==> src/verilog/acdc_consts.svh <==
// Constants of the comparator and reference DAC control block.
`ifndef ACDC_CONSTS_SVH
`define ACDC_CONSTS_SVH
`define ACDC_NCMP 4
`define ACDC_DAC_W 10
`define ACDC_FILT_CYC 2
`define ACDC_OFF_CTRL 8'h00
`define ACDC_OFF_DAC0 8'h04
`define ACDC_OFF_STAT 8'h14
`define ACDC_OFF_MASK 8'h18
`define ACDC_OFF_STATE 8'h1c
`define ACDC_CTRL_EN 0
`define ACDC_CTRL_POL 1
`define ACDC_CTRL_SIDL 2
`define ACDC_CTRL_DAC_OUTPUT_ENABLE 3
`define ACDC_CTRL_RNG 4
`define ACDC_CTRL_SRC 6
`define ACDC_CTRL_RST 8'h00
`define ACDC_DAC_RST 10'h000
`define ACDC_RNG_HALF 2'h0
`define ACDC_RNG_INT 2'h1
`define ACDC_RNG_EXT 2'h2
`endif

==> src/verilog/acdc_pkg.sv <==
// Types of the comparator and reference DAC control block.
package acdc_pkg;
  typedef enum logic [1:0] {
    ACDC_WR_IDLE = 2'b01,
    ACDC_WR_RESP = 2'b10
  } acdc_wr_t;
  typedef struct packed {
    logic [3:0][7:0] ctrl;
    logic [3:0][9:0] dac;
    logic [3:0] stat;
    logic [3:0] mask;
    logic [3:0] s1;
    logic [3:0] s2;
    logic [3:0] filt;
    logic [3:0][1:0] cnt;
    logic [3:0] prev;
    logic [3:0] pulse;
    logic [3:0] fault;
    logic sleep_s1;
    logic sleep_s2;
    logic idle_s1;
    logic idle_s2;
    acdc_wr_t wst;
    logic [7:0] waddr;
    logic [31:0] wdata;
    logic [3:0] wstrb;
    logic have_aw;
    logic have_w;
    logic rvalid;
    logic [31:0] rdata;
    logic [1:0] rresp;
    logic [1:0] bresp;
  } acdc_state_t;
endpackage

==> src/verilog/acdc_top.sv <==
// Comparator control: filter, polarity, pulses, DAC reference and register slave.
`timescale 1ns/100ps
`include "acdc_consts.svh"
module acdc_top (
  input wire logic clock,
  input wire logic arst_n,
  input wire logic [3:0] cmp_raw,
  input wire logic sleep_mode,
  input wire logic idle_mode,
  input wire logic pwm_fault_clear,
  output logic [3:0] cmp_out,
  output logic [3:0] adc_trigger,
  output logic [3:0] cmp_irq_pulse,
  output logic [3:0] pwm_current_limit,
  output logic [3:0] pwm_current_min,
  output logic [3:0] pwm_fault,
  output logic [3:0] wake_async,
  output logic [3:0] cmp_power_on,
  output logic [3:0] dac_power_on,
  output logic [3:0][9:0] dac_code,
  output logic [3:0][1:0] dac_range,
  output logic [3:0][1:0] pad_select,
  output logic [3:0] pad_input_disable,
  output logic [9:0] dac_output_pin_code,
  output logic dac_output_pin_oe,
  output logic irq,
  input wire logic [7:0] s_axi_awaddr,
  input wire logic s_axi_awvalid,
  output logic s_axi_awready,
  input wire logic [31:0] s_axi_wdata,
  input wire logic [3:0] s_axi_wstrb,
  input wire logic s_axi_wvalid,
  output logic s_axi_wready,
  output logic [1:0] s_axi_bresp,
  output logic s_axi_bvalid,
  input wire logic s_axi_bready,
  input wire logic [7:0] s_axi_araddr,
  input wire logic s_axi_arvalid,
  output logic s_axi_arready,
  output logic [31:0] s_axi_rdata,
  output logic [1:0] s_axi_rresp,
  output logic s_axi_rvalid,
  input wire logic s_axi_rready
);
  import acdc_pkg::*;

  acdc_state_t st_reg;
  acdc_state_t st_next;
  logic group_stop;
  logic low_power;
  logic [3:0] active;
  logic [3:0] qual;

  // --------------------------------------------------------------
  // Address decoding
  // --------------------------------------------------------------
  // Returns the comparator index of a DAC value register, or 4 when none.
  function automatic logic [2:0] dac_index(input logic [7:0] a);
    logic [2:0] r;
    r = 3'h4;
    if (a >= `ACDC_OFF_DAC0 && a < `ACDC_OFF_STAT && a[1:0] == 2'h0) begin
      r = 3'((a - `ACDC_OFF_DAC0) >> 2);
    end
    return r;
  endfunction

  // Tells whether an address names a register at all.
  function automatic logic mapped(input logic [7:0] a);
    return (a == `ACDC_OFF_CTRL) || (dac_index(a) != 3'h4) || (a == `ACDC_OFF_STAT) ||
      (a == `ACDC_OFF_MASK) || (a == `ACDC_OFF_STATE);
  endfunction

  // --------------------------------------------------------------
  // Register read data
  // --------------------------------------------------------------
  // Builds the word returned for a read; unmapped addresses read as zero.
  function automatic logic [31:0] read_word(input acdc_state_t s, input logic [7:0] a);
    logic [31:0] w;
    logic [2:0] k;
    w = 32'h0;
    k = dac_index(a);
    if (a == `ACDC_OFF_CTRL) begin
      w = s.ctrl;
    end else if (k != 3'h4) begin
      w = {22'h0, s.dac[k[1:0]]};
    end else if (a == `ACDC_OFF_STAT) begin
      w = {28'h0, s.stat};
    end else if (a == `ACDC_OFF_MASK) begin
      w = {28'h0, s.mask};
    end else if (a == `ACDC_OFF_STATE) begin
      w = {24'h0, s.fault, s.filt};
    end
    return w;
  endfunction

  // --------------------------------------------------------------
  // Register write data
  // --------------------------------------------------------------
  // Merges the strobed bytes of a write into the old word of a register.
  function automatic logic [31:0] merge_bytes(input logic [31:0] old,
    input logic [31:0] d, input logic [3:0] strb);
    logic [31:0] w;
    w = old;
    for (int b = 0; b < 4; b++) begin
      if (strb[b]) begin
        w[8*b +: 8] = d[8*b +: 8];
      end
    end
    return w;
  endfunction

  // --------------------------------------------------------------
  // Power and grouping
  // --------------------------------------------------------------
  always_comb begin
    group_stop = 1'b0;
    for (int i = 0; i < `ACDC_NCMP; i++) begin
      group_stop = group_stop | st_reg.ctrl[i][`ACDC_CTRL_SIDL];
    end
    // One stop bit stops the whole set, which keeps the idle clock control simple.
    group_stop = group_stop & st_reg.idle_s2;
    low_power = st_reg.sleep_s2 | st_reg.idle_s2;
  end

  // Combinational on purpose: the wake path must work with the clock stopped.
  genvar g;
  generate
    for (g = 0; g < `ACDC_NCMP; g++) begin : g_cmp
      assign active[g] = st_reg.ctrl[g][`ACDC_CTRL_EN] & ~group_stop;
      assign cmp_power_on[g] = active[g];
      assign dac_power_on[g] = active[g];
      assign dac_code[g] = st_reg.dac[g];
      assign dac_range[g] = st_reg.ctrl[g][`ACDC_CTRL_RNG +: 2];
      assign pad_select[g] = st_reg.ctrl[g][`ACDC_CTRL_SRC +: 2];
      assign pad_input_disable[g] = st_reg.ctrl[g][`ACDC_CTRL_EN];
      assign wake_async[g] = active[g] & (sleep_mode | idle_mode) &
        (cmp_raw[g] ^ st_reg.ctrl[g][`ACDC_CTRL_POL]);
      assign qual[g] = active[g] & st_reg.filt[g] & ~st_reg.prev[g];
    end
  endgenerate

  // --------------------------------------------------------------
  // DAC output pin
  // --------------------------------------------------------------
  always_comb begin
    dac_output_pin_code = 10'h000;
    dac_output_pin_oe = 1'b0;
    // Lowest index wins; with several enables the pin value is not defined anyway.
    for (int i = `ACDC_NCMP - 1; i >= 0; i--) begin
      if (st_reg.ctrl[i][`ACDC_CTRL_DAC_OUTPUT_ENABLE] && active[i]) begin
        dac_output_pin_code = st_reg.dac[i];
        dac_output_pin_oe = 1'b1;
      end
    end
  end

  // --------------------------------------------------------------
  // Next state
  // --------------------------------------------------------------
  always_comb begin
    logic wr_fire;
    logic [2:0] di;
    logic [3:0] clr;
    wr_fire = 1'b0;
    di = 3'h4;
    clr = 4'h0;
    st_next = st_reg;

    // ------------------------------------------------------------
    // Synchronisers
    // ------------------------------------------------------------
    // Two stages let a metastable first stage settle before anything counts.
    st_next.s1 = cmp_raw;
    st_next.s2 = st_reg.s1;
    st_next.sleep_s1 = sleep_mode;
    st_next.sleep_s2 = st_reg.sleep_s1;
    st_next.idle_s1 = idle_mode;
    st_next.idle_s2 = st_reg.idle_s1;

    // ------------------------------------------------------------
    // Glitch filter and polarity
    // ------------------------------------------------------------
    // Outside sleep and idle, a change must stand for two cycles in a row before it is believed; in low power it passes at once.
    for (int i = 0; i < `ACDC_NCMP; i++) begin
      logic pol;
      pol = st_reg.s2[i] ^ st_reg.ctrl[i][`ACDC_CTRL_POL];
      if (!active[i]) begin
        st_next.filt[i] = 1'b0;
        st_next.cnt[i] = 2'h0;
      end else if (low_power) begin
        st_next.filt[i] = pol;
        st_next.cnt[i] = 2'h0;
      end else if (pol == st_reg.filt[i]) begin
        st_next.cnt[i] = 2'h0;
      end else if (st_reg.cnt[i] == 2'(`ACDC_FILT_CYC - 1)) begin
        st_next.filt[i] = pol;
        st_next.cnt[i] = 2'h0;
      end else begin
        st_next.cnt[i] = st_reg.cnt[i] + 2'h1;
      end
    end

    // ------------------------------------------------------------
    // Event pulse and fault latch
    // ------------------------------------------------------------
    // A new event outranks a simultaneous clear of the fault latch.
    st_next.prev = st_reg.filt;
    st_next.pulse = qual;
    for (int i = 0; i < `ACDC_NCMP; i++) begin
      if (pwm_fault_clear) begin
        st_next.fault[i] = 1'b0;
      end
      if (qual[i]) begin
        st_next.fault[i] = 1'b1;
      end
    end

    // ------------------------------------------------------------
    // Write channel
    // ------------------------------------------------------------
    // Address and data are taken in either order.
    if (s_axi_awvalid && !st_reg.have_aw && st_reg.wst == ACDC_WR_IDLE) begin
      st_next.have_aw = 1'b1;
      st_next.waddr = s_axi_awaddr;
    end
    if (s_axi_wvalid && !st_reg.have_w && st_reg.wst == ACDC_WR_IDLE) begin
      st_next.have_w = 1'b1;
      st_next.wdata = s_axi_wdata;
      // Strobes travel with the data; the master may move them once data is taken.
      st_next.wstrb = s_axi_wstrb;
    end
    case (st_reg.wst)
      ACDC_WR_IDLE: begin
        if (st_reg.have_aw && st_reg.have_w) begin
          wr_fire = 1'b1;
          st_next.wst = ACDC_WR_RESP;
          st_next.have_aw = 1'b0;
          st_next.have_w = 1'b0;
          st_next.bresp = mapped(st_reg.waddr) ? 2'h0 : 2'h2;
        end
      end
      ACDC_WR_RESP: begin
        if (s_axi_bready) begin
          st_next.wst = ACDC_WR_IDLE;
        end
      end
      default: st_next.wst = ACDC_WR_IDLE;
    endcase
    di = dac_index(st_reg.waddr);
    if (wr_fire) begin
      if (st_reg.waddr == `ACDC_OFF_CTRL) begin
        st_next.ctrl = merge_bytes(st_reg.ctrl, st_reg.wdata, st_reg.wstrb);
      end else if (di != 3'h4) begin
        if (st_reg.wstrb[0]) begin
          st_next.dac[di[1:0]][7:0] = st_reg.wdata[7:0];
        end
        if (st_reg.wstrb[1]) begin
          st_next.dac[di[1:0]][9:8] = st_reg.wdata[9:8];
        end
      end else if (st_reg.waddr == `ACDC_OFF_STAT && st_reg.wstrb[0]) begin
        clr = st_reg.wdata[3:0];
      end else if (st_reg.waddr == `ACDC_OFF_MASK && st_reg.wstrb[0]) begin
        st_next.mask = st_reg.wdata[3:0];
      end
    end
    // A new event outranks a simultaneous write-one clear.
    st_next.stat = (st_reg.stat & ~clr) | qual;

    // ------------------------------------------------------------
    // Read channel
    // ------------------------------------------------------------
    if (st_reg.rvalid) begin
      if (s_axi_rready) begin
        st_next.rvalid = 1'b0;
      end
    end else if (s_axi_arvalid) begin
      st_next.rvalid = 1'b1;
      st_next.rresp = mapped(s_axi_araddr) ? 2'h0 : 2'h2;
      st_next.rdata = read_word(st_reg, s_axi_araddr);
    end
  end

  // --------------------------------------------------------------
  // State register
  // --------------------------------------------------------------
  always_ff @(posedge clock or negedge arst_n) begin
    if (!arst_n) begin
      st_reg <= '0;
      st_reg.ctrl <= {4{`ACDC_CTRL_RST}};
      st_reg.dac <= {4{`ACDC_DAC_RST}};
      st_reg.wst <= ACDC_WR_IDLE;
    end else begin
      st_reg <= st_next;
    end
  end

  // --------------------------------------------------------------
  // Outputs
  // --------------------------------------------------------------
  // cmp_out, pwm_current_limit and pwm_current_min see the filtered result; adc_trigger its pulse, cmp_irq_pulse that ORed with wake_async.
  generate
    for (g = 0; g < `ACDC_NCMP; g++) begin : g_out
      assign cmp_out[g] = st_reg.filt[g];
      assign adc_trigger[g] = st_reg.pulse[g];
      assign cmp_irq_pulse[g] = st_reg.pulse[g] | wake_async[g];
      assign pwm_current_limit[g] = st_reg.filt[g];
      assign pwm_current_min[g] = st_reg.filt[g];
      assign pwm_fault[g] = st_reg.fault[g];
    end
  endgenerate

  // --------------------------------------------------------------
  // Interrupt
  // --------------------------------------------------------------
  // A level, so an event that lands while software clears is not lost.
  assign irq = |(st_reg.stat & st_reg.mask);

  // --------------------------------------------------------------
  // Bus handshakes
  // --------------------------------------------------------------
  assign s_axi_awready = st_reg.wst == ACDC_WR_IDLE && !st_reg.have_aw;
  assign s_axi_wready = st_reg.wst == ACDC_WR_IDLE && !st_reg.have_w;
  assign s_axi_bvalid = st_reg.wst == ACDC_WR_RESP;
  assign s_axi_bresp = st_reg.bresp;
  assign s_axi_arready = !st_reg.rvalid;
  assign s_axi_rvalid = st_reg.rvalid;
  assign s_axi_rdata = st_reg.rdata;
  assign s_axi_rresp = st_reg.rresp;
endmodule // acdc_top

==> config.mk <==
export PLATFORM = sky130hd
export DESIGN_NAME = acdc_top
export DESIGN_NICKNAME = d
export VERILOG_FILES = /design/src/verilog/acdc_pkg.sv /design/src/verilog/acdc_top.sv
export VERILOG_INCLUDE_DIRS = /design/src /design/src/verilog
export SDC_FILE = /design/constraint.sdc
export NUM_CORES = 1
export LEC_CHECK = 0
export BUFFER_PORTS_ARGS = -buffer_cell sky130_fd_sc_hd__buf_4
export CORE_MARGIN = 5
export CORE_UTILIZATION = 49
export DETAILED_ROUTE_END_ITERATION = 7
export PLACE_DENSITY = 0.76
export SLEW_MARGIN = 20
export SYNTH_ARGS = -nofsm -noshare
export SYNTH_HDL_FRONTEND = slang
export SYNTH_SLANG_ARGS = --single-unit
==> constraint.sdc <==
create_clock -name clock -period 2.2 [get_ports clock]
set_input_delay 0.11 -clock clock [delete_from_list [all_inputs] [get_ports clock]]
set_output_delay 0.11 -clock clock [all_outputs]
set_load 0.05 [all_outputs]
==> impl_metrics.ini <==
[worst_setup_path]
worst-r2r-setup-slack_ps = -120
critical_path.reg2reg.startpoint = st_reg[76]
endpoint_kind = flop
timing.critical_path.required_ps = 2510
timing.critical_path.slowest_stage_cell = or4_4
critical_path.top_delay_family = simple AND/OR/NAND/NOR gates
setup.worst_path.start_class = flop
critPathArrivalTime_ps = 2640
worst-path-max-fanout = 6
path_buf_inv = 0
critical-path-max-stage-delay_ps = 530
critical_path.cell_chain = or4_4 -> or3_4 -> a211o_2 -> nand3b_4 -> mux2_4
reg2reg_depth = 5
timing.setup.critical_path_class = reg -> reg
r2r_end = st_reg[121]

[floorplanning]
boundary_pin_count = 215
start_util = 0.494
floorplan.die_area_um2 = 22300
die_h_um = 149
fp.dieW_um = 149
std_cell_rows = 51
fp.coreArea_um2 = 19300

[placed_design]
gp_congestion = 0.862
post-place-ws_ps = -270
number_of_port_buffers = 212
place.detailed.hpwl_um = 18300

[layout]
finalCoreUtilization = 0.645
largest_register_ff_count = 86
synthToLayoutAreaGrowth_pct = 30.4
antennaDiodeCount = 0
mostFrequentLayoutCell = buf_4
leading_cell_types_in_the_layout_fill_and_taps_excluded = buf_4 (233), dfrtp_1 (198), mux2_2 (123), dlygate4sd3_1 (54), nand2_1 (46)
fill_cells = 1510
finalNetCount = 1090
final_layout_size_suffix_gt1_frac = 0.468

[timing]
slew_headroom = 0.632
final_critical_path_setup_slack_ps = -124
rsz0062_at_grt = yes
final-max-slew-violation-count = 0
finalCritPeriodShare = 1.06
finalClockSkew_ps = 13.0
timing.final.crit_period_ps = 2320
fmax_mhz = 430
tightest_slew_ps = 552
setup_viol = 72
timing_hold_violations_final = 0

[clock_tree]
numCtsBuffers = 17
cts_sinks = 199
cts_tree = yes
clock_transition_at_path_regs_ps = 70
cts_max_path_buffers = 2
ctsHtreeMaxLevel = 4
worst_skew_pair.late_latency_ps = 430
cts-root-buf = clkbuf_16

[synth]
synth_largest_area_cell = dfrtp_1
ys_ff_latch = 199
synth_edf_count = 0
ys_dominant_reg_cell = dfrtp_1
post_synth_main_area_contributors = dfrtp_1 (52%), mux2_2 (15%), buf_4 (9.5%)
synth-warning-count = 0
synthArstFlopShare = 1.00
synth.yosys.seq_area_share = 0.523
syn-instance-count = 822
number_of_different_library_cells_in_the_post_synthesis_netlist = 52
synth.top_cell.area_share = 0.520
synthesis.area_um2 = 9530
avgSynthCellArea_um2 = 11.6

[route]
totalWireLength_um = 26000
antenna_left = 0
route.detailed.vias_per_inst = 5.43
firstDrtPassIters = 5
num_vias = 7010
routed_wire_length_per_instance_um = 20.2
drt_iter0_drc = 448
remaining_drc_errors = 0

[grt]
overflow = 0
track_usage = 0.233
grt_start_max_net_pins = 67
grt_pass1_wl_um = 40200
antenna_violations_before_repair = 0
first_global_vias = 7306

[power_and_ir_drop]
leakage_power_of_the_design_nw = 6.10
pwr_density_cell_nw_per_um2 = 953
ir_drop_v = 0.000819
total_power_w = 0.0118

[job]
drv_cap = 0

[min_path]
hold_path_depth = 4
worst_hold_path.endpoint = st_reg[38]
hold_path.class = in -> reg
worst_hold_startpoint = s_axi_awvalid

[status]
failed_checks = setup timing
status = finished with violations
-- worst max-delay path by stage --
stage / cells after the start / startpoint / endpoint / slack (ps)
after CTS: 6 / st_reg[76] / st_reg[171] / -140
after floorplan: 6 / st_reg[76] / st_reg[186] / -80
after detailed placement: 5 / st_reg[76] / dac_code[15] / -270
final: 5 / st_reg[76] / st_reg[121] / -120
after global routing: 5 / st_reg[76] / dac_code[17] / -170
after global placement: 5 / st_reg[76] / dac_code[14] / -200
-- cell type report --
type                       instances  area (µm²)  area share
multi-input combinational        451        3810       0.306
clock buffer                      22         464      0.0374
tap                              265         332      0.0267
sequential                       199        4980       0.401
clock inverter                    10        72.6     0.00584
timing repair buffer             314        2650       0.213
inverter                          31         116     0.00937
-- layer usage --
metal	track usage	vias up	share of wire	wire length (µm)
li1	-	3166	-	-
met1	0.301	3508	0.41	10700
met2	0.382	281	0.49	12700
met3	0.0612	55	0.070	1810
met4	0.0792	0	0.030	774
met5	0	-	0	0
-- logic make-up after synthesis --
group                      Yosys count  share of synthesized area
AOI/OAI and AO/OA                  147                      0.103
xor gates and xnor gates            12                     0.0110
buffers and inverters              174                      0.116
other                                1                   0.000394
adders and majority gates           10                     0.0131
DFF                                199                      0.523
muxes                              128                      0.151
and+or+nand+nor                    151                     0.0822
-- power by group --
part           switching (W)  internal, W
logic                0.00215      0.00165
registers           0.000821      0.00435
clock network        0.00137      0.00151
-- synthesized netlist by cell type (3+ instances only) --
| master | count |
|---|---|
| o21a_1 | 3 |
| o22ai_1 | 10 |
| nor2b_1 | 4 |
| nor4_1 | 7 |
| mux2_2 | 126 |
| nor3_1 | 13 |
| or2_2 | 5 |
| nor2_1 | 20 |
| o31ai_1 | 8 |
| or3_1 | 6 |
| nand2_2 | 6 |
| ha_1 | 10 |
| a311o_1 | 4 |
| nand2_1 | 63 |
| a22o_1 | 22 |
| a22oi_1 | 7 |
| a21oi_1 | 15 |
| buf_4 | 120 |
| clkbuf_1 | 21 |
| xnor2_1 | 12 |
| and2_1 | 5 |
| a31oi_1 | 4 |
| o21ai_0 | 56 |
| nand2b_1 | 7 |
| a221o_1 | 10 |
| dfrtp_1 | 198 |
| inv_1 | 31 |
-- repair_timing --
item                       CTS  global route
setup endpoints to repair   92            97
hold endpoints to repair   119             0
gates resized for setup     28            63
cloned                       1             1
buffers inserted             1             9
pin swaps                    1            24
hold buffers                54             0
-- worst reg2reg max path: cells and delay by family, from the launching register on --
kind               cells  cell delay [ps]
DFF                    1              380
AOI/OAI and AO/OA      1              300
and+or+nand+nor        3             1210
muxes                  1              320
-- through the flow --
stage	area, µm²	hold slack [ps]	TNS, ps	std cells
floorplan	9600	-186	-3280	823
global placement	10900	144	-11470	1194
detailed placement	10900	148	-14340	1194
CTS	12100	18.7	-6920	1282
global route	12400	30.5	-10110	1292
finish	12400	35.2	-4910	1292
No activity file was read; power rests on OpenSTA's default activity.
